`config.mk`:
```
export PLATFORM = sky130hd
export DESIGN_NAME = mcu_reset_controller
export DESIGN_NICKNAME = d
export VERILOG_FILES = /design/src/design/rst_pkg.sv /design/src/design/mcu_reset_controller.sv /design/src/design/rst_delay_counter.sv
export VERILOG_INCLUDE_DIRS = /design/src /design/src/design
export SDC_FILE = /design/constraint.sdc
export NUM_CORES = 1
export LEC_CHECK = 0
export BUFFER_PORTS_ARGS = -buffer_cell sky130_fd_sc_hd__clkbuf_2
export CAP_MARGIN = 0
export CELL_PAD_IN_SITES_DETAIL_PLACEMENT = 0
export CELL_PAD_IN_SITES_GLOBAL_PLACEMENT = 1
export CORE_ASPECT_RATIO = 2
export CORE_MARGIN = 8
export CORE_UTILIZATION = 41
export CTS_BUF_LIST = sky130_fd_sc_hd__clkbuf_4 sky130_fd_sc_hd__clkbuf_8
export CTS_CLUSTER_DIAMETER = 80
export DETAILED_ROUTE_END_ITERATION = 8
export GPL_TIMING_DRIVEN = 0
export HOLD_SLACK_MARGIN = 0.08
export PLACE_DENSITY_LB_ADDON = 0.1
export SLEW_MARGIN = 20
export SYNTH_ARGS = -nofsm -noshare
export SYNTH_HDL_FRONTEND = slang
export SYNTH_SLANG_ARGS = --single-unit
```
`constraint.sdc`:
```
create_clock -name CLK -period 3 [get_ports CLK]
set_input_delay 0.6 -clock CLK [delete_from_list [all_inputs] [get_ports CLK]]
set_output_delay 0.6 -clock CLK [all_outputs]
set_load 0.02 [all_outputs]
```
`src/design/rst_consts.svh`:
```
// Register offsets, field positions and timing figures of the reset controller
`ifndef RST_CONSTS_SVH
`define RST_CONSTS_SVH

// ==========================================================================
// Register map (byte addresses, one 32-bit word each)
`define RC_ADDR_CAUSE 8'h00
`define RC_ADDR_IRQ_STATUS 8'h04
`define RC_ADDR_IRQ_MASK 8'h08
`define RC_ADDR_LIVE 8'h0C

// ==========================================================================
// Bit positions shared by the cause flags and the interrupt registers
`define RC_BIT_SUPPLY 0
`define RC_BIT_PIN 1
`define RC_BIT_UV 2
`define RC_BIT_WDT 3
`define RC_BIT_SCAN 4
`define RC_NUM_SRC 5
`define RC_FLAGS_RESET 5'h00

// Live register: source levels in bits 4..0, stretched reset in bit 5
`define RC_BIT_LIVE_CORE 5

// ==========================================================================
// Stretch delay, times in microseconds, selected by clock_select_fuses bit
`define RC_FUSE_LONG_BIT 0
`define RC_CLK_MHZ 25
`define RC_TOUT_SHORT_US 100
`define RC_TOUT_LONG_US 4000
`define RC_CNT_W 20

`endif

```
`src/design/rst_pkg.sv`:
```
// Types shared by the reset controller design
package rst_pkg;
  // Gray sequence hold -> stretch -> run
  typedef enum logic [1:0] {
    ST_HOLD = 2'b00,
    ST_STRETCH = 2'b01,
    ST_RUN = 2'b11
  } rst_state_e;
endpackage : rst_pkg

```
`src/design/mcu_reset_controller.sv`:
```
// Reset source combiner with stretched internal reset and Wishbone registers
// ==========================================================================
// Functional notes
// - During reset I/O registers take initial values; fetch starts at vector.
// - Any active source resets the I/O ports at once, without a clock.
// - After all sources go inactive, a fuse-selected count stretches reset.
// - Exactly five causes: supply, pin, watchdog, under-voltage, scan.
// - Watchdog expiry resets only while the watchdog is enabled.
// - Under-voltage resets only when its detector is enabled.
// - Scan reset bit at one holds reset; releases when it returns to zero.
// - Supply rising past threshold starts the stretch counter.
// - Supply falling below threshold reasserts reset at once.
// - Watchdog gives a one-cycle pulse; counting starts at its trailing edge.
// - Scan, watchdog, under-voltage, pin flags: set by cause, cleared by POR or 0.
// - Supply-rise flag, bit zero, set by power-on, cleared by writing 0 or by RESET.
`include "rst_consts.svh"
`timescale 1ns/1ps
`default_nettype none
module mcu_reset_controller import rst_pkg::*; #(
  parameter int CNT_W = `RC_CNT_W,
  parameter int TOUT_SHORT_CYC = `RC_TOUT_SHORT_US * `RC_CLK_MHZ,
  parameter int TOUT_LONG_CYC = `RC_TOUT_LONG_US * `RC_CLK_MHZ
) (
  input wire logic CLK,                       // System clock, 25 MHz
  input wire logic RESET,                     // Synchronous reset, high
  input wire logic SUPPLY_OK,                 // Supply above power-on level
  input wire logic RESET_PIN_N,               // External reset pin, low
  input wire logic WDT_ENABLE,                // Watchdog enabled
  input wire logic WDT_TIMEOUT,               // Watchdog period expired
  input wire logic UNDERVOLTAGE_DETECTOR_EN,  // Under-voltage detector on
  input wire logic UNDERVOLTAGE_LOW,          // Supply below brown-out level
  input wire logic SCAN_RESET_BIT,            // Scan reset register bit
  input wire logic [3:0] CLOCK_SELECT_FUSES,  // Delay selection fuses
  input wire logic WB_CYC_I,                  // Wishbone cycle
  input wire logic WB_STB_I,                  // Wishbone strobe
  input wire logic WB_WE_I,                   // Wishbone write enable
  input wire logic [7:0] WB_ADR_I,            // Wishbone byte address
  input wire logic [31:0] WB_DAT_I,           // Wishbone write data
  input wire logic [3:0] WB_SEL_I,            // Wishbone byte selects
  output logic [31:0] WB_DAT_O,               // Wishbone read data
  output logic WB_ACK_O,                      // Wishbone acknowledge
  output logic IRQ,                           // Interrupt, level high
  output logic CORE_RESET,                    // Stretched internal reset
  output logic IO_RESET,                      // I/O port reset
  output logic FETCH_FROM_VECTOR              // Pulse: fetch at reset vector
);

  // ========================================================================
  // Elaboration checks
  initial begin
    if (CNT_W < 2 || CNT_W > 31) begin
      $error("CNT_W out of range");
    end
    if (TOUT_SHORT_CYC < 1 || TOUT_LONG_CYC < 1 ||
        TOUT_SHORT_CYC >= (1 << CNT_W) || TOUT_LONG_CYC >= (1 << CNT_W)) begin
      $error("Stretch counts do not fit the counter");
    end
  end

  // ========================================================================
  // Asynchronous I/O reset path
  // Raw pins set the flop directly, so a pulse with no clock still reaches
  // the ports; release waits for the clocked stretched reset.
  logic io_async_src;
  logic io_reset_r;
  logic core_reset_r;

  assign io_async_src = !SUPPLY_OK || !RESET_PIN_N || SCAN_RESET_BIT ||
                        (UNDERVOLTAGE_DETECTOR_EN && UNDERVOLTAGE_LOW) ||
                        (WDT_ENABLE && WDT_TIMEOUT);

  always_ff @(posedge CLK or posedge io_async_src) begin
    if (io_async_src) begin
      io_reset_r <= 1'b1;
    end else if (RESET) begin
      io_reset_r <= 1'b1;
    end else begin
      io_reset_r <= core_reset_r;
    end
  end
  assign IO_RESET = io_reset_r;

  // ========================================================================
  // Input synchronisers
  localparam int NS = 7;
  logic [NS-1:0] raw_in;
  logic [NS-1:0] sync_a_r;
  logic [NS-1:0] sync_b_r;

  assign raw_in = {UNDERVOLTAGE_DETECTOR_EN, WDT_ENABLE, SCAN_RESET_BIT,
                   WDT_TIMEOUT, UNDERVOLTAGE_LOW, !RESET_PIN_N, !SUPPLY_OK};

  always_ff @(posedge CLK) begin
    sync_a_r <= raw_in;
    sync_b_r <= sync_a_r;
  end

  logic supply_low_s;
  logic pin_low_s;
  logic uv_low_s;
  logic wdt_to_s;
  logic scan_s;
  logic wdt_en_s;
  logic uv_en_s;
  assign supply_low_s = sync_b_r[0];
  assign pin_low_s = sync_b_r[1];
  assign uv_low_s = sync_b_r[2];
  assign wdt_to_s = sync_b_r[3];
  assign scan_s = sync_b_r[4];
  assign wdt_en_s = sync_b_r[5];
  assign uv_en_s = sync_b_r[6];

  // ========================================================================
  // Source combination
  logic wdt_prev_r;
  logic wdt_pulse;
  logic [`RC_NUM_SRC-1:0] src;
  logic any_src;

  always_ff @(posedge CLK) begin
    if (RESET) begin
      wdt_prev_r <= 1'b0;
    end else begin
      wdt_prev_r <= wdt_to_s;
    end
  end

  // Only the rising edge counts, so a long time-out level still gives one
  // reset cycle and the stretch begins right after it
  assign wdt_pulse = wdt_to_s && !wdt_prev_r && wdt_en_s;

  always_comb begin
    src = '0;
    src[`RC_BIT_SUPPLY] = supply_low_s;
    src[`RC_BIT_PIN] = pin_low_s;
    src[`RC_BIT_UV] = uv_en_s && uv_low_s;
    src[`RC_BIT_WDT] = wdt_pulse;
    src[`RC_BIT_SCAN] = scan_s;
  end
  assign any_src = |src;

  // ========================================================================
  // Stretch counter and sequencer
  logic [CNT_W-1:0] target;
  logic stretch_done;

  assign target = CLOCK_SELECT_FUSES[`RC_FUSE_LONG_BIT] ?
                  CNT_W'(TOUT_LONG_CYC) : CNT_W'(TOUT_SHORT_CYC);

  rst_delay_counter #(
    .CNT_W(CNT_W)
  ) u_delay (
    .clk(CLK),
    .rst(RESET),
    .restart(any_src),
    .target(target),
    .done(stretch_done)
  );

  rst_state_e state_r;
  rst_state_e state_nxt;

  always_comb begin
    state_nxt = state_r;
    unique case (state_r)
      ST_HOLD: begin
        if (!any_src) begin
          state_nxt = ST_STRETCH;
        end
      end
      ST_STRETCH: begin
        if (any_src) begin
          state_nxt = ST_HOLD;
        end else if (stretch_done) begin
          state_nxt = ST_RUN;
        end
      end
      ST_RUN: begin
        if (any_src) begin
          state_nxt = ST_HOLD;
        end
      end
      default: state_nxt = ST_HOLD;
    endcase
  end

  logic fetch_r;

  always_ff @(posedge CLK) begin
    if (RESET) begin
      state_r <= ST_HOLD;
      core_reset_r <= 1'b1;
      fetch_r <= 1'b0;
    end else begin
      state_r <= state_nxt;
      core_reset_r <= (state_nxt != ST_RUN);
      fetch_r <= (state_r != ST_RUN) && (state_nxt == ST_RUN);
    end
  end
  assign CORE_RESET = core_reset_r;
  assign FETCH_FROM_VECTOR = fetch_r;

  // ========================================================================
  // Wishbone slave
  logic req;
  logic wr_cause;
  logic wr_status;
  logic wr_mask;
  logic ack_r;
  logic [31:0] dat_r;
  logic [`RC_NUM_SRC-1:0] cause_r;
  logic [`RC_NUM_SRC-1:0] irq_status_r;
  logic [`RC_NUM_SRC-1:0] irq_mask_r;
  logic [`RC_NUM_SRC-1:0] src_prev_r;
  logic [`RC_NUM_SRC-1:0] src_rise;
  logic irq_r;

  assign req = WB_CYC_I && WB_STB_I && !ack_r;
  assign wr_cause = req && WB_WE_I && WB_SEL_I[0] &&
                    (WB_ADR_I == `RC_ADDR_CAUSE);
  assign wr_status = req && WB_WE_I && WB_SEL_I[0] &&
                     (WB_ADR_I == `RC_ADDR_IRQ_STATUS);
  assign wr_mask = req && WB_WE_I && WB_SEL_I[0] &&
                   (WB_ADR_I == `RC_ADDR_IRQ_MASK);

  always_ff @(posedge CLK) begin
    if (RESET) begin
      ack_r <= 1'b0;
      dat_r <= 32'h0000_0000;
    end else begin
      ack_r <= req;
      dat_r <= 32'h0000_0000;
      if (req && !WB_WE_I) begin
        unique case (WB_ADR_I)
          `RC_ADDR_CAUSE: dat_r <= {27'h0, cause_r};
          `RC_ADDR_IRQ_STATUS: dat_r <= {27'h0, irq_status_r};
          `RC_ADDR_IRQ_MASK: dat_r <= {27'h0, irq_mask_r};
          `RC_ADDR_LIVE: dat_r <= {26'h0, core_reset_r, src};
          default: dat_r <= 32'h0000_0000;
        endcase
      end
    end
  end
  assign WB_ACK_O = ack_r;
  assign WB_DAT_O = dat_r;

  // ========================================================================
  // Cause flags: a cause in the same cycle as a zero write keeps its flag
  always_ff @(posedge CLK) begin
    if (RESET) begin
      cause_r <= `RC_FLAGS_RESET;
    end else if (src[`RC_BIT_SUPPLY]) begin
      cause_r <= '0;
      cause_r[`RC_BIT_SUPPLY] <= 1'b1;
    end else begin
      cause_r <= (wr_cause ? (cause_r & WB_DAT_I[`RC_NUM_SRC-1:0]) : cause_r)
                 | src;
    end
  end

  // ========================================================================
  // Interrupts: rising source edges, write one to clear, set wins
  assign src_rise = src & ~src_prev_r;

  always_ff @(posedge CLK) begin
    if (RESET) begin
      src_prev_r <= '0;
      irq_status_r <= '0;
      irq_mask_r <= '0;
      irq_r <= 1'b0;
    end else begin
      src_prev_r <= src;
      irq_status_r <= (wr_status ?
                       (irq_status_r & ~WB_DAT_I[`RC_NUM_SRC-1:0]) :
                       irq_status_r) | src_rise;
      if (wr_mask) begin
        irq_mask_r <= WB_DAT_I[`RC_NUM_SRC-1:0];
      end
      irq_r <= |(irq_status_r & irq_mask_r);
    end
  end
  assign IRQ = irq_r;

endmodule : mcu_reset_controller
`default_nettype wire

```
`src/design/rst_delay_counter.sv`:
```
// Stretch counter: restarts from zero and reports when the target is reached
`timescale 1ns/1ps
`default_nettype none
module rst_delay_counter #(
  parameter int CNT_W = 20
) (
  input wire logic clk,                  // System clock
  input wire logic rst,                  // Synchronous reset, active high
  input wire logic restart,              // Hold counter at zero
  input wire logic [CNT_W-1:0] target,   // Cycles to count
  output logic done                      // Target reached
);
  logic [CNT_W-1:0] cnt_r;

  always_ff @(posedge clk) begin
    if (rst || restart) begin
      cnt_r <= '0;
    end else if (cnt_r != target) begin
      cnt_r <= cnt_r + {{(CNT_W-1){1'b0}}, 1'b1};
    end
  end

  assign done = (cnt_r == target) && !restart;
endmodule : rst_delay_counter
`default_nettype wire

```
==> reports/summary.md, run 1 <==
## Global routing
* **antenna violations before repair** 0
* **wire length of the first global-routing pass** 10400 um
* **leftover overflow at the end of global routing** 0
* **gr usage total** 14.1%
* **largest net degree at the start of global routing** 11
* **via count of the first global-routing pass** 2211

## Finish
* **number of nets in the finished design** 429
* **final core utilization** 51.1%
* **layout cell share with drive strength beyond 1** 25.0%
* **cell area after layout** 3380 um2
* **top library cells by usage in the layout, fill and taps aside** 67 x sky130_fd_sc_hd__dfxtp_1, 38 x sky130_fd_sc_hd__nor2_1, 37 x sky130_fd_sc_hd__clkbuf_2
* **fill cell count** 690
* **number of inserted diodes** 0
* **relative area change from synthesis to final layout** 20.8%
* **most common cell after layout, fill and taps aside** sky130_fd_sc_hd__dfxtp_1
* **number of standard cells in the final layout excluding fillers** 460

## STA
* **worst slew pin tran** 0.584 ns
* **final sum of negative setup slack** 0 ns
* **post-route minimum period** 2.10 ns
* **tightest hold margin** 0.326 ns
* **final clock period utilization by the worst path** 70.0%
* **final-report hold violation count** 0
* **unrepaired setup endpoints after global routing** false
* **setup-violating endpoint count in the final report** 0
* **Worst slew margin** 60.8%
* **final slew viol count** 0
* **final clock skew** 0.00580 ns
* **final worst slack** 0.901 ns
* **highest attainable clock frequency** 477 MHz

## CTS
* **H-tree level count** 3
* **Post-CTS Repair Setup Buffers** 0
* **# resized after CTS** 0
* **insertion delay of the later-clocked pin in the worst-skew pair** 0.34 ns
* **clock-pin slew of the registers on the worst-case setup and hold paths** 0.06 ns
* **Clock Path Buffers** 2
* **# clock sinks** 68
* **CTS root buffer** sky130_fd_sc_hd__clkbuf_8
* **CTS Buf Count** 9
* **quantity of hold-fixing buffers added after cts** 0
* **clock tree from TritonCTS** built

## Synthesis
* **async set-reset flop share out of synthesis** 1.47%
* **library cell with the largest summed area after synthesis** sky130_fd_sc_hd__dfxtp_1
* **share of the synthesized area in the top cell type** 47.9%
* **count of unique library cells instantiated by Yosys** 42
* **count of warnings emitted by yosys** 0
* **Post-synth EDFFs** 0
* **ys flop type** sky130_fd_sc_hd__dfxtp_1
* **number of standard cells after synthesis** 294
* **largest cells by area after synthesis** sky130_fd_sc_hd__dfxtp_1 48%, sky130_fd_sc_hd__buf_4 7.0%, sky130_fd_sc_hd__nor2_1 5.1%
* **Cell Area, Synth** 2800 um2
* **Post-Syn Area per Cell** 9.53 um2
* **Seq/Total Area, Yosys** 48.8%
* **post-synthesis register bit count** 68

## Worst hold path
* **Worst Hold Launch** sync_a_r[4]
* **Min-Delay Endpoint** sync_b_r[4]
* **cell count of the worst hold path** 0
* **kind of path behind the tightest hold check** reg2reg

## Drt
* **total detailed-routing wirelength** 6350 um
* **Post-route DRC** 0
* **WL/cell** 13.8 um
* **iteration-0 DRC count of the detailed router** 114
* **Routed Antenna Nets** 0
* **detailed-route vias per instance** 4.63
* **routed vias** 2132
* **first drt pass iteration count** 4

## Placement
* **number of cells in the design after placement** 444
* **minimum setup slack after placement** 0.551 ns
* **area of placed instances** 3190 um2
* **weighted congestion at the end of routability-driven global placement** 0.849
* **count of port buffers added during placement** 37
* **post-DP HPWL** 5050 um

## Worst setup path
* **number of cells on the worst reg-to-reg path** 7
* **launch instance of the worst register-to-register path** u_delay.cnt_r[0]
* **cell at the slowest stage of the critical path** sky130_fd_sc_hd__nor4_4
* **arrival time at the worst endpoint** 2.32 ns
* **largest driver fanout on the critical path** 9
* **critical path startpoint category** flip-flop
* **critical path endpoint category** flip-flop
* **endpoint required time on the critical path** 3.22 ns
* **highest cell delay on the worst timing path** 0.56 ns
* **setup slack of the most critical reg-to-reg path** 0.90 ns
* **cell-by-cell listing of the critical path** inv_1 -> ha_1 -> nor4b_1 -> nand2_1 -> nor4_4 -> nor2_1 -> or3_1
* **Reg2Reg Capture Point** CORE_RESET
* **Worst Setup Path Type** reg2reg

## Floorplanning
* **die area** 9900 um2
* **horizontal extent of the die** 74.5 um
* **number of top-level pins** 97
* **row cnt** 42
* **area of the core** 6620 um2
* **height of the chip** 133 um
* **effective utilization at floorplan** 42.3%

## Power and ir drop
* **standby leakage power** 1.43 nW
* **power per cell area** 527 nW/um2
* **Design Power** 1.79 mW
* **worst vdd ir** 0.255 mV

## Outcome
* **result of the run** complete, no violations

## Run
* **count of maximum capacitance violations** 0

## metal layers
metal	track usage (%)	part of all wire [%]
met5	0	0
met4	7.69	2.8
met3	4.54	6.9
met2	26.7	58
met1	11.8	32
## worst max path at each step
stage / start / slack, ns / end / cells after the start
3_3_place_gp: WB_ADR_I[5] / 0.56 / irq_mask_r[3] / 6
5_1_grt: u_delay.cnt_r[0] / 0.74 / CORE_RESET / 7
4_1_cts: u_delay.cnt_r[0] / 0.85 / CORE_RESET / 7
6_report: u_delay.cnt_r[0] / 0.90 / CORE_RESET / 7
3_5_place_dp: WB_ADR_I[5] / 0.55 / irq_mask_r[4] / 6
2_1_floorplan: WB_ADR_I[5] / 0.86 / cause_r[0] / 5
## flip-flops by register name (all words and copies together), names as in the netlist, 5 cells and up
name and count:
sync_b_r 7, irq_status_r 5, sync_a_r 7, cause_r 5, u_delay.cnt_r 20, src_prev_r 5, WB_DAT_O 6, irq_mask_r 5
## layout make-up
cell class	count	area (um2)	area share [%]
Buffer	34	225	6.65
Multi-Input combinational cell	204	1250	37.1
Timing Repair Buffer	37	185	5.47
Inverter	13	48.8	1.44
Sequential cell	68	1370	40.4
Tap cell	88	110	3.25
Clock inverter	1	5.00	0.148
Clock buffer	15	188	5.55
## critical path: cells and delay by family (launching register included)
kind,cells,cell delay [ns]
buf+inv,1,0.09
flops,1,0.33
simple gates,5,1.39
fa+ha+maj,1,0.16
## cells in the mapped netlist (6+ instances only)
cell	number
sky130_fd_sc_hd__nor2b_1	8
sky130_fd_sc_hd__o21ai_0	9
sky130_fd_sc_hd__buf_4	26
sky130_fd_sc_hd__inv_1	13
sky130_fd_sc_hd__dfxtp_1	67
sky130_fd_sc_hd__xor2_1	13
sky130_fd_sc_hd__nand2_1	14
sky130_fd_sc_hd__nand4_1	8
sky130_fd_sc_hd__nor2_1	38
sky130_fd_sc_hd__a21oi_1	15
sky130_fd_sc_hd__mux2i_1	6
sky130_fd_sc_hd__nand3_1	8
sky130_fd_sc_hd__or2_2	6
sky130_fd_sc_hd__clkbuf_1	6
## where the power goes
group	total [mW]	internal, mW	switching [mW]
Combinational	0.134	0.0596	0.0748
Clock	0.713	0.395	0.318
Sequential	0.938	0.926	0.0118
## cell families after synthesis
logic type / Yosys count / synth area share (%)
mux: 10 / 5.36
fa+ha+maj: 2 / 0.893
compound gates: 33 / 6.61
other cells: 1 / 0.134
buf+inv: 47 / 9.78
flops: 68 / 48.8
simple gates: 116 / 23.1
xor+xnor: 17 / 5.31
No activity file was read; power rests on OpenSTA's default activity.
==> run 2, diff against run 1 <==
- ABC_AREA: default -> 1
- CORE_UTILIZATION: 41 -> 37
- clock period: 3 -> 2.1 ns (I/O delays scaled with it)
==> reports/summary.md, run 2 <==
## Outcome
* **result of the run** complete, no violations

## Placement
* **weighted congestion at the end of routability-driven global placement** 0.777
* **post-DP HPWL** 5420 um
* **count of port buffers added during placement** 37

## Synthesis
* **async set-reset flop share out of synthesis** 1.47%
* **cell types with the highest counts after synthesis** 70 x sky130_fd_sc_hd__nand2_1, 67 x sky130_fd_sc_hd__dfxtp_1, 53 x sky130_fd_sc_hd__nor2_1
* **count of warnings emitted by yosys** 0
* **number of standard cells after synthesis** 395
* **Post-synth EDFFs** 0
* **Seq/Total Area, Yosys** 45.1%
* **Cell Area, Synth** 3030 um2
* **largest cells by area after synthesis** sky130_fd_sc_hd__dfxtp_1 44%, sky130_fd_sc_hd__nand2_1 8.7%, sky130_fd_sc_hd__nor2_1 6.6%
* **leading cell type by number of instances after synthesis** sky130_fd_sc_hd__nand2_1
* **ys flop type** sky130_fd_sc_hd__dfxtp_1
* **library cell with the largest summed area after synthesis** sky130_fd_sc_hd__dfxtp_1
* **share of the synthesized area in the top cell type** 44.2%
* **count of unique library cells instantiated by Yosys** 35
* **Post-Syn Area per Cell** 7.68 um2
* **post-synthesis register bit count** 68

## STA
* **final-report hold violation count** 0
* **Worst slew margin** 48.5%
* **highest attainable clock frequency** 623 MHz
* **setup-violating endpoint count in the final report** 0
* **post-route minimum period** 1.60 ns
* **final sum of negative setup slack** 0 ns
* **tightest hold margin** 0.192 ns
* **unrepaired setup endpoints after global routing** false
* **final clock period utilization by the worst path** 76.4%
* **final clock skew** 0.00967 ns
* **worst slew pin tran** 0.754 ns
* **final slew viol count** 0

## Global routing
* **largest net degree at the start of global routing** 12
* **via count of the first global-routing pass** 2372
* **wire length of the first global-routing pass** 11100 um
* **leftover overflow at the end of global routing** 0
* **antenna violations before repair** 0
* **gr usage total** 12.3%

## Finish
* **number of flip-flops under the largest register name** 20
* **top library cells by usage in the layout, fill and taps aside** 70 x sky130_fd_sc_hd__nand2_1, 67 x sky130_fd_sc_hd__dfxtp_1, 53 x sky130_fd_sc_hd__nor2_1
* **layout cell share with drive strength beyond 1** 23.5%
* **biggest registers after layout** u_delay.cnt_r: 20 flops, sync_a_r: 7 flops, sync_b_r: 7 flops
* **number of nets in the finished design** 530
* **relative area change from synthesis to final layout** 20.6%
* **most common cell after layout, fill and taps aside** sky130_fd_sc_hd__nand2_1
* **number of inserted diodes** 0
* **Reg with most FFs** u_delay.cnt_r

## Worst setup path
* **WP depth** 7
* **critical path launch point** u_delay.cnt_r[0]
* **arrival time at the worst endpoint** 1.84 ns
* **cell family with most CP delay** simple AND/OR/NAND/NOR gates
* **highest cell delay on the worst timing path** 0.41 ns
* **critical path endpoint category** flip-flop
* **cell at the slowest stage of the critical path** sky130_fd_sc_hd__dfxtp_1
* **launch instance of the worst register-to-register path** u_delay.cnt_r[0]
* **cell-by-cell listing of the critical path** ha_1 -> nand3_2 -> nor3_4 -> nand2_4 -> nor2_4 -> a21oi_1 -> and2_1
* **largest driver fanout on the critical path** 5
* **number of cells on the worst reg-to-reg path** 7
* **Crit path buffers/inverters** 0
* **Reg2Reg Capture Point** u_delay.cnt_r[10]
* **Worst Setup Path Type** reg2reg
* **critical path startpoint category** flip-flop
* **endpoint required time on the critical path** 2.33 ns
* **setup slack of the most critical reg-to-reg path** 0.50 ns

## Run
* **count of maximum capacitance violations** 0

## Power and ir drop
* **Design Power** 2.73 mW
* **power per cell area** 745 nW/um2
* **worst vdd ir** 0.518 mV
* **standby leakage power** 1.63 nW

## CTS
* **CTS Buf Count** 9
* **quantity of hold-fixing buffers added after cts** 0
* **clock-pin slew of the registers on the worst-case setup and hold paths** 0.07 ns
* **insertion delay of the later-clocked pin in the worst-skew pair** 0.34 ns
* **# resized after CTS** 0
* **# clock sinks** 68
* **Post-CTS Repair Setup Buffers** 0
* **H-tree level count** 3
* **clock tree from TritonCTS** built
* **Clock Path Buffers** 2
* **CTS root buffer** sky130_fd_sc_hd__clkbuf_8

## Drt
* **Routed Antenna Nets** 0
* **detailed-route vias per instance** 4.52
* **WL/cell** 12.0 um
* **Post-route DRC** 0
* **total detailed-routing wirelength** 6830 um
* **routed vias** 2577
* **iteration-0 DRC count of the detailed router** 171
* **first drt pass iteration count** 4

## Floorplanning
* **area of the core** 8120 um2
* **effective utilization at floorplan** 37.4%
* **horizontal extent of the die** 80.0 um
* **row cnt** 47
* **height of the chip** 144 um
* **number of top-level pins** 97
* **die area** 11500 um2

## Worst hold path
* **cell count of the worst hold path** 1
* **kind of path behind the tightest hold check** in2reg
* **Worst Hold Launch** SCAN_RESET_BIT
* **Min-Delay Endpoint** sync_a_r[4]

## run 2: worst register-to-register path: stages, from the launching register on
cell	delay, ns
sky130_fd_sc_hd__dfxtp_1	0.41
sky130_fd_sc_hd__ha_1	0.29
sky130_fd_sc_hd__nand3_2	0.14
sky130_fd_sc_hd__nor3_4	0.21
sky130_fd_sc_hd__nand2_4	0.11
sky130_fd_sc_hd__nor2_4	0.14
sky130_fd_sc_hd__a21oi_1	0.07
sky130_fd_sc_hd__and2_1	0.14
## run 2: worst max-delay path by stage
stage,endpoint
6_report,u_delay.cnt_r[10]
5_1_grt,u_delay.cnt_r[10]
4_1_cts,u_delay.cnt_r[10]
3_5_place_dp,cause_r[0]
3_3_place_gp,cause_r[0]
2_1_floorplan,u_delay.cnt_r[10]
## run 2: layout make-up
type / count / area [um2]
Clock buffer: 11 / 151
Buffer: 29 / 218
Multi-Input combinational cell: 272 / 1350
Clock inverter: 4 / 72.6
Tap cell: 98 / 123
Inverter: 51 / 191
Fill cell: 864 / 4460
Sequential cell: 68 / 1370
Timing Repair Buffer: 37 / 185
## run 2: report_power, final
part           internal, mW  leakage (nW)  total (mW)  switching (mW)
Combinational        0.0726         0.960       0.189           0.117
Sequential             1.32         0.559        1.34          0.0169
Clock                 0.724         0.111        1.20           0.471
Total                  2.12          1.63        2.73           0.605
## run 2: logic make-up (layout without fill, tap and decap cells)
logic type / after synthesis / in the layout / share of synthesized area (%)
buffers and inverters: 80 / 132 / 13.5
XOR/XNOR: 1 / 1 / 0.289
AND/OR/NAND/NOR: 185 / 185 / 30.4
adder cells (fa/ha/maj): 2 / 2 / 0.825
flip-flops: 68 / 68 / 45.1
other: 1 / 26 / 0.124
AO/OA/AOI/OAI: 58 / 58 / 9.81
## run 2: layer usage
| layer | track usage, % | part of all wire, % | vias to the layer above |
|---|---|---|---|
| met1 | 14.3 | 44 | 1161 |
| met2 | 19.8 | 48 | 53 |
| met3 | 3.67 | 6.1 | 7 |
| met4 | 6.37 | 1.8 | 0 |
| li1 | - | - | 1356 |
| met5 | 0 | 0 | - |
## run 2: through the flow
stage / setup slack (ns) / utilization (%) / std cells / instance area [um2]
3_3_place_gp: 0.457 / 42.3 / 555 / 3440
3_5_place_dp: 0.435 / 42.3 / 555 / 3440
2_1_floorplan: 0.703 / - / 420 / 3130
5_1_grt: 0.395 / 45.1 / 570 / 3660
4_1_cts: 0.493 / 45.1 / 570 / 3660
6_report: 0.495 / 45.1 / 570 / 3660
==> run 3, diff against run 2 <==
- CORE_UTILIZATION: 37 -> 34
- clock period: 2.1 -> 1.35 ns (I/O delays scaled with it)
==> reports/summary.md, run 3 (same netlist as run 2, synthesis figures left out) <==
## Global routing
* **largest net degree at the start of global routing** 13
* **via count of the first global-routing pass** 2604
* **leftover overflow at the end of global routing** 0
* **gr usage total** 12.3%
* **antenna violations before repair** 0
* **wire length of the first global-routing pass** 12400 um

## Power and ir drop
* **power per cell area** 1070 nW/um2
* **Design Power** 4.36 mW
* **standby leakage power** 1.78 nW
* **worst vdd ir** 0.890 mV

## Floorplanning
* **horizontal extent of the die** 82.8 um
* **number of top-level pins** 97
* **effective utilization at floorplan** 34.4%
* **height of the chip** 150 um
* **row cnt** 49
* **die area** 12400 um2
* **area of the core** 8830 um2

## Drt
* **iteration-0 DRC count of the detailed router** 96
* **Met3 Wirelength** 406 um
* **total detailed-routing wirelength** 7420 um
* **routed vias** 2625
* **Post-route DRC** 0
* **sum of met2 wire segment lengths after detailed routing** 3640 um
* **Routed Antenna Nets** 0
* **wire length on met1** 3250 um
* **highest routed metal layer** met4
* **WL/cell** 12.4 um
* **first drt pass iteration count** 4
* **detailed-route vias per instance** 4.38

## CTS
* **# clock sinks** 68
* **clock-pin slew of the registers on the worst-case setup and hold paths** 0.08 ns
* **clock tree from TritonCTS** built
* **insertion delay of the later-clocked pin in the worst-skew pair** 0.35 ns
* **H-tree level count** 3
* **CTS Buf Count** 9
* **Clock Path Buffers** 2
* **CTS root buffer** sky130_fd_sc_hd__clkbuf_8

## Finish
* **Reg with most FFs** u_delay.cnt_r
* **biggest registers after layout** u_delay.cnt_r: 20 flops, sync_a_r: 7 flops, sync_b_r: 7 flops
* **top library cells by usage in the layout, fill and taps aside** 65 x sky130_fd_sc_hd__nand2_1, 57 x sky130_fd_sc_hd__dfxtp_1, 45 x sky130_fd_sc_hd__nor2_1
* **cell area after layout** 4080 um2
* **relative area change from synthesis to final layout** 34.3%
* **number of inserted diodes** 0
* **number of flip-flops under the largest register name** 20
* **number of standard cells in the final layout excluding fillers** 599
* **most common cell after layout, fill and taps aside** sky130_fd_sc_hd__nand2_1
* **layout cell share with drive strength beyond 1** 33.6%
* **number of nets in the finished design** 554

## Placement
* **post-DP HPWL** 5470 um
* **weighted congestion at the end of routability-driven global placement** 0.782
* **area of placed instances** 3460 um2
* **count of port buffers added during placement** 37
* **number of cells in the design after placement** 559

## Worst setup path
* **launch instance of the worst register-to-register path** u_delay.cnt_r[1]
* **critical path endpoint category** flip-flop
* **arrival time at the worst endpoint** 1.61 ns
* **Worst Setup Path Type** reg2reg
* **critical path launch point** u_delay.cnt_r[1]
* **critical path startpoint category** flip-flop
* **largest driver fanout on the critical path** 5
* **endpoint required time on the critical path** 1.59 ns

## Outcome
* **result of the run** finished with violations
* **failing checks** setup timing

## STA
* **final clock period utilization by the worst path** 102%
* **Worst slew margin** 64.2%
* **worst slew pin tran** 0.537 ns
* **final-report hold violation count** 0
* **final worst slack** -0.0219 ns
* **highest attainable clock frequency** 729 MHz
* **tightest hold margin** 0.196 ns
* **unrepaired setup endpoints after global routing** true
* **post-route minimum period** 1.37 ns
* **setup-violating endpoint count in the final report** 3
* **final clock skew** 0.0128 ns
* **final slew viol count** 0

## Run
* **count of maximum capacitance violations** 0

## Worst hold path
* **Worst Hold Launch** WB_DAT_I[4]
* **kind of path behind the tightest hold check** in2reg

## run 3: final cells by class
| class | instances | area, um2 |
|---|---|---|
| Sequential cell | 68 | 1390 |
| Tap cell | 102 | 128 |
| Timing Repair Buffer | 60 | 393 |
| Multi-Input combinational cell | 273 | 1510 |
| Clock buffer | 11 | 151 |
| Inverter | 51 | 199 |
| Buffer | 29 | 218 |
| Fill cell | 911 | 4750 |
| Clock inverter | 5 | 83.8 |
## run 3: critical path, cell delays in order, from the launching register on
cell	delay (ns)
sky130_fd_sc_hd__dfxtp_4	0.37
sky130_fd_sc_hd__inv_4	0.06
sky130_fd_sc_hd__ha_4	0.12
sky130_fd_sc_hd__nand2_2	0.04
sky130_fd_sc_hd__nor2_2	0.12
sky130_fd_sc_hd__nand2_2	0.08
sky130_fd_sc_hd__nor2_4	0.14
sky130_fd_sc_hd__nand3_4	0.14
sky130_fd_sc_hd__a21oi_2	0.16
sky130_fd_sc_hd__nor2_1	0.04
## run 3: path summary, 6_finish.rpt
path                               endpoint  depth (start not counted)  slack [ns]
min in group asynchronous          IO_RESET                          4        0.80
setup reg to reg           u_delay.cnt_r[3]                          9       -0.02
setup / recovery           u_delay.cnt_r[3]                          9       -0.02
hold reg to reg                 sync_b_r[2]                          0        0.33
max in group asynchronous          IO_RESET                          3        0.46
hold / removal                irq_mask_r[4]                          3        0.20
## run 3: per-stage QoR
| stage | setup slack (ns) | util [%] | TNS (ns) |
|---|---|---|---|
| after global placement | -0.187 | 39.2 | -4.36 |
| after CTS | -0.0788 | 44.0 | -0.345 |
| after detailed placement | -0.187 | 39.2 | -4.49 |
| after floorplan | 0.00752 | - | 0 |
| after global routing | -0.107 | 46.2 | -1.05 |
| final | -0.0219 | 46.2 | -0.0475 |
## run 3: timing repair
item                       CTS  global route
gates cloned                 1             1
setup endpoints to repair   32            25
buffers inserted             6             9
pin swaps                   10            12
gates resized for setup     18            35
hold endpoints to repair     7             0
hold buffers                 7             0
## run 3: report_power, final
| group | switching (mW) | leakage [nW] | internal (mW) |
|---|---|---|---|
| Clock | 0.804 | 0.112 | 1.14 |
| Combinational | 0.193 | 1.11 | 0.139 |
| Sequential | 0.0264 | 0.565 | 2.05 |
| Total | 1.02 | 1.78 | 3.33 |
## run 3: metal layers
| layer | vias up | track usage [%] |
|---|---|---|
| li1 | 1418 | - |
| met4 | 0 | 5.49 |
| met2 | 55 | 20.3 |
| met5 | - | 0 |
| met3 | 9 | 4.31 |
| met1 | 1143 | 13.9 |
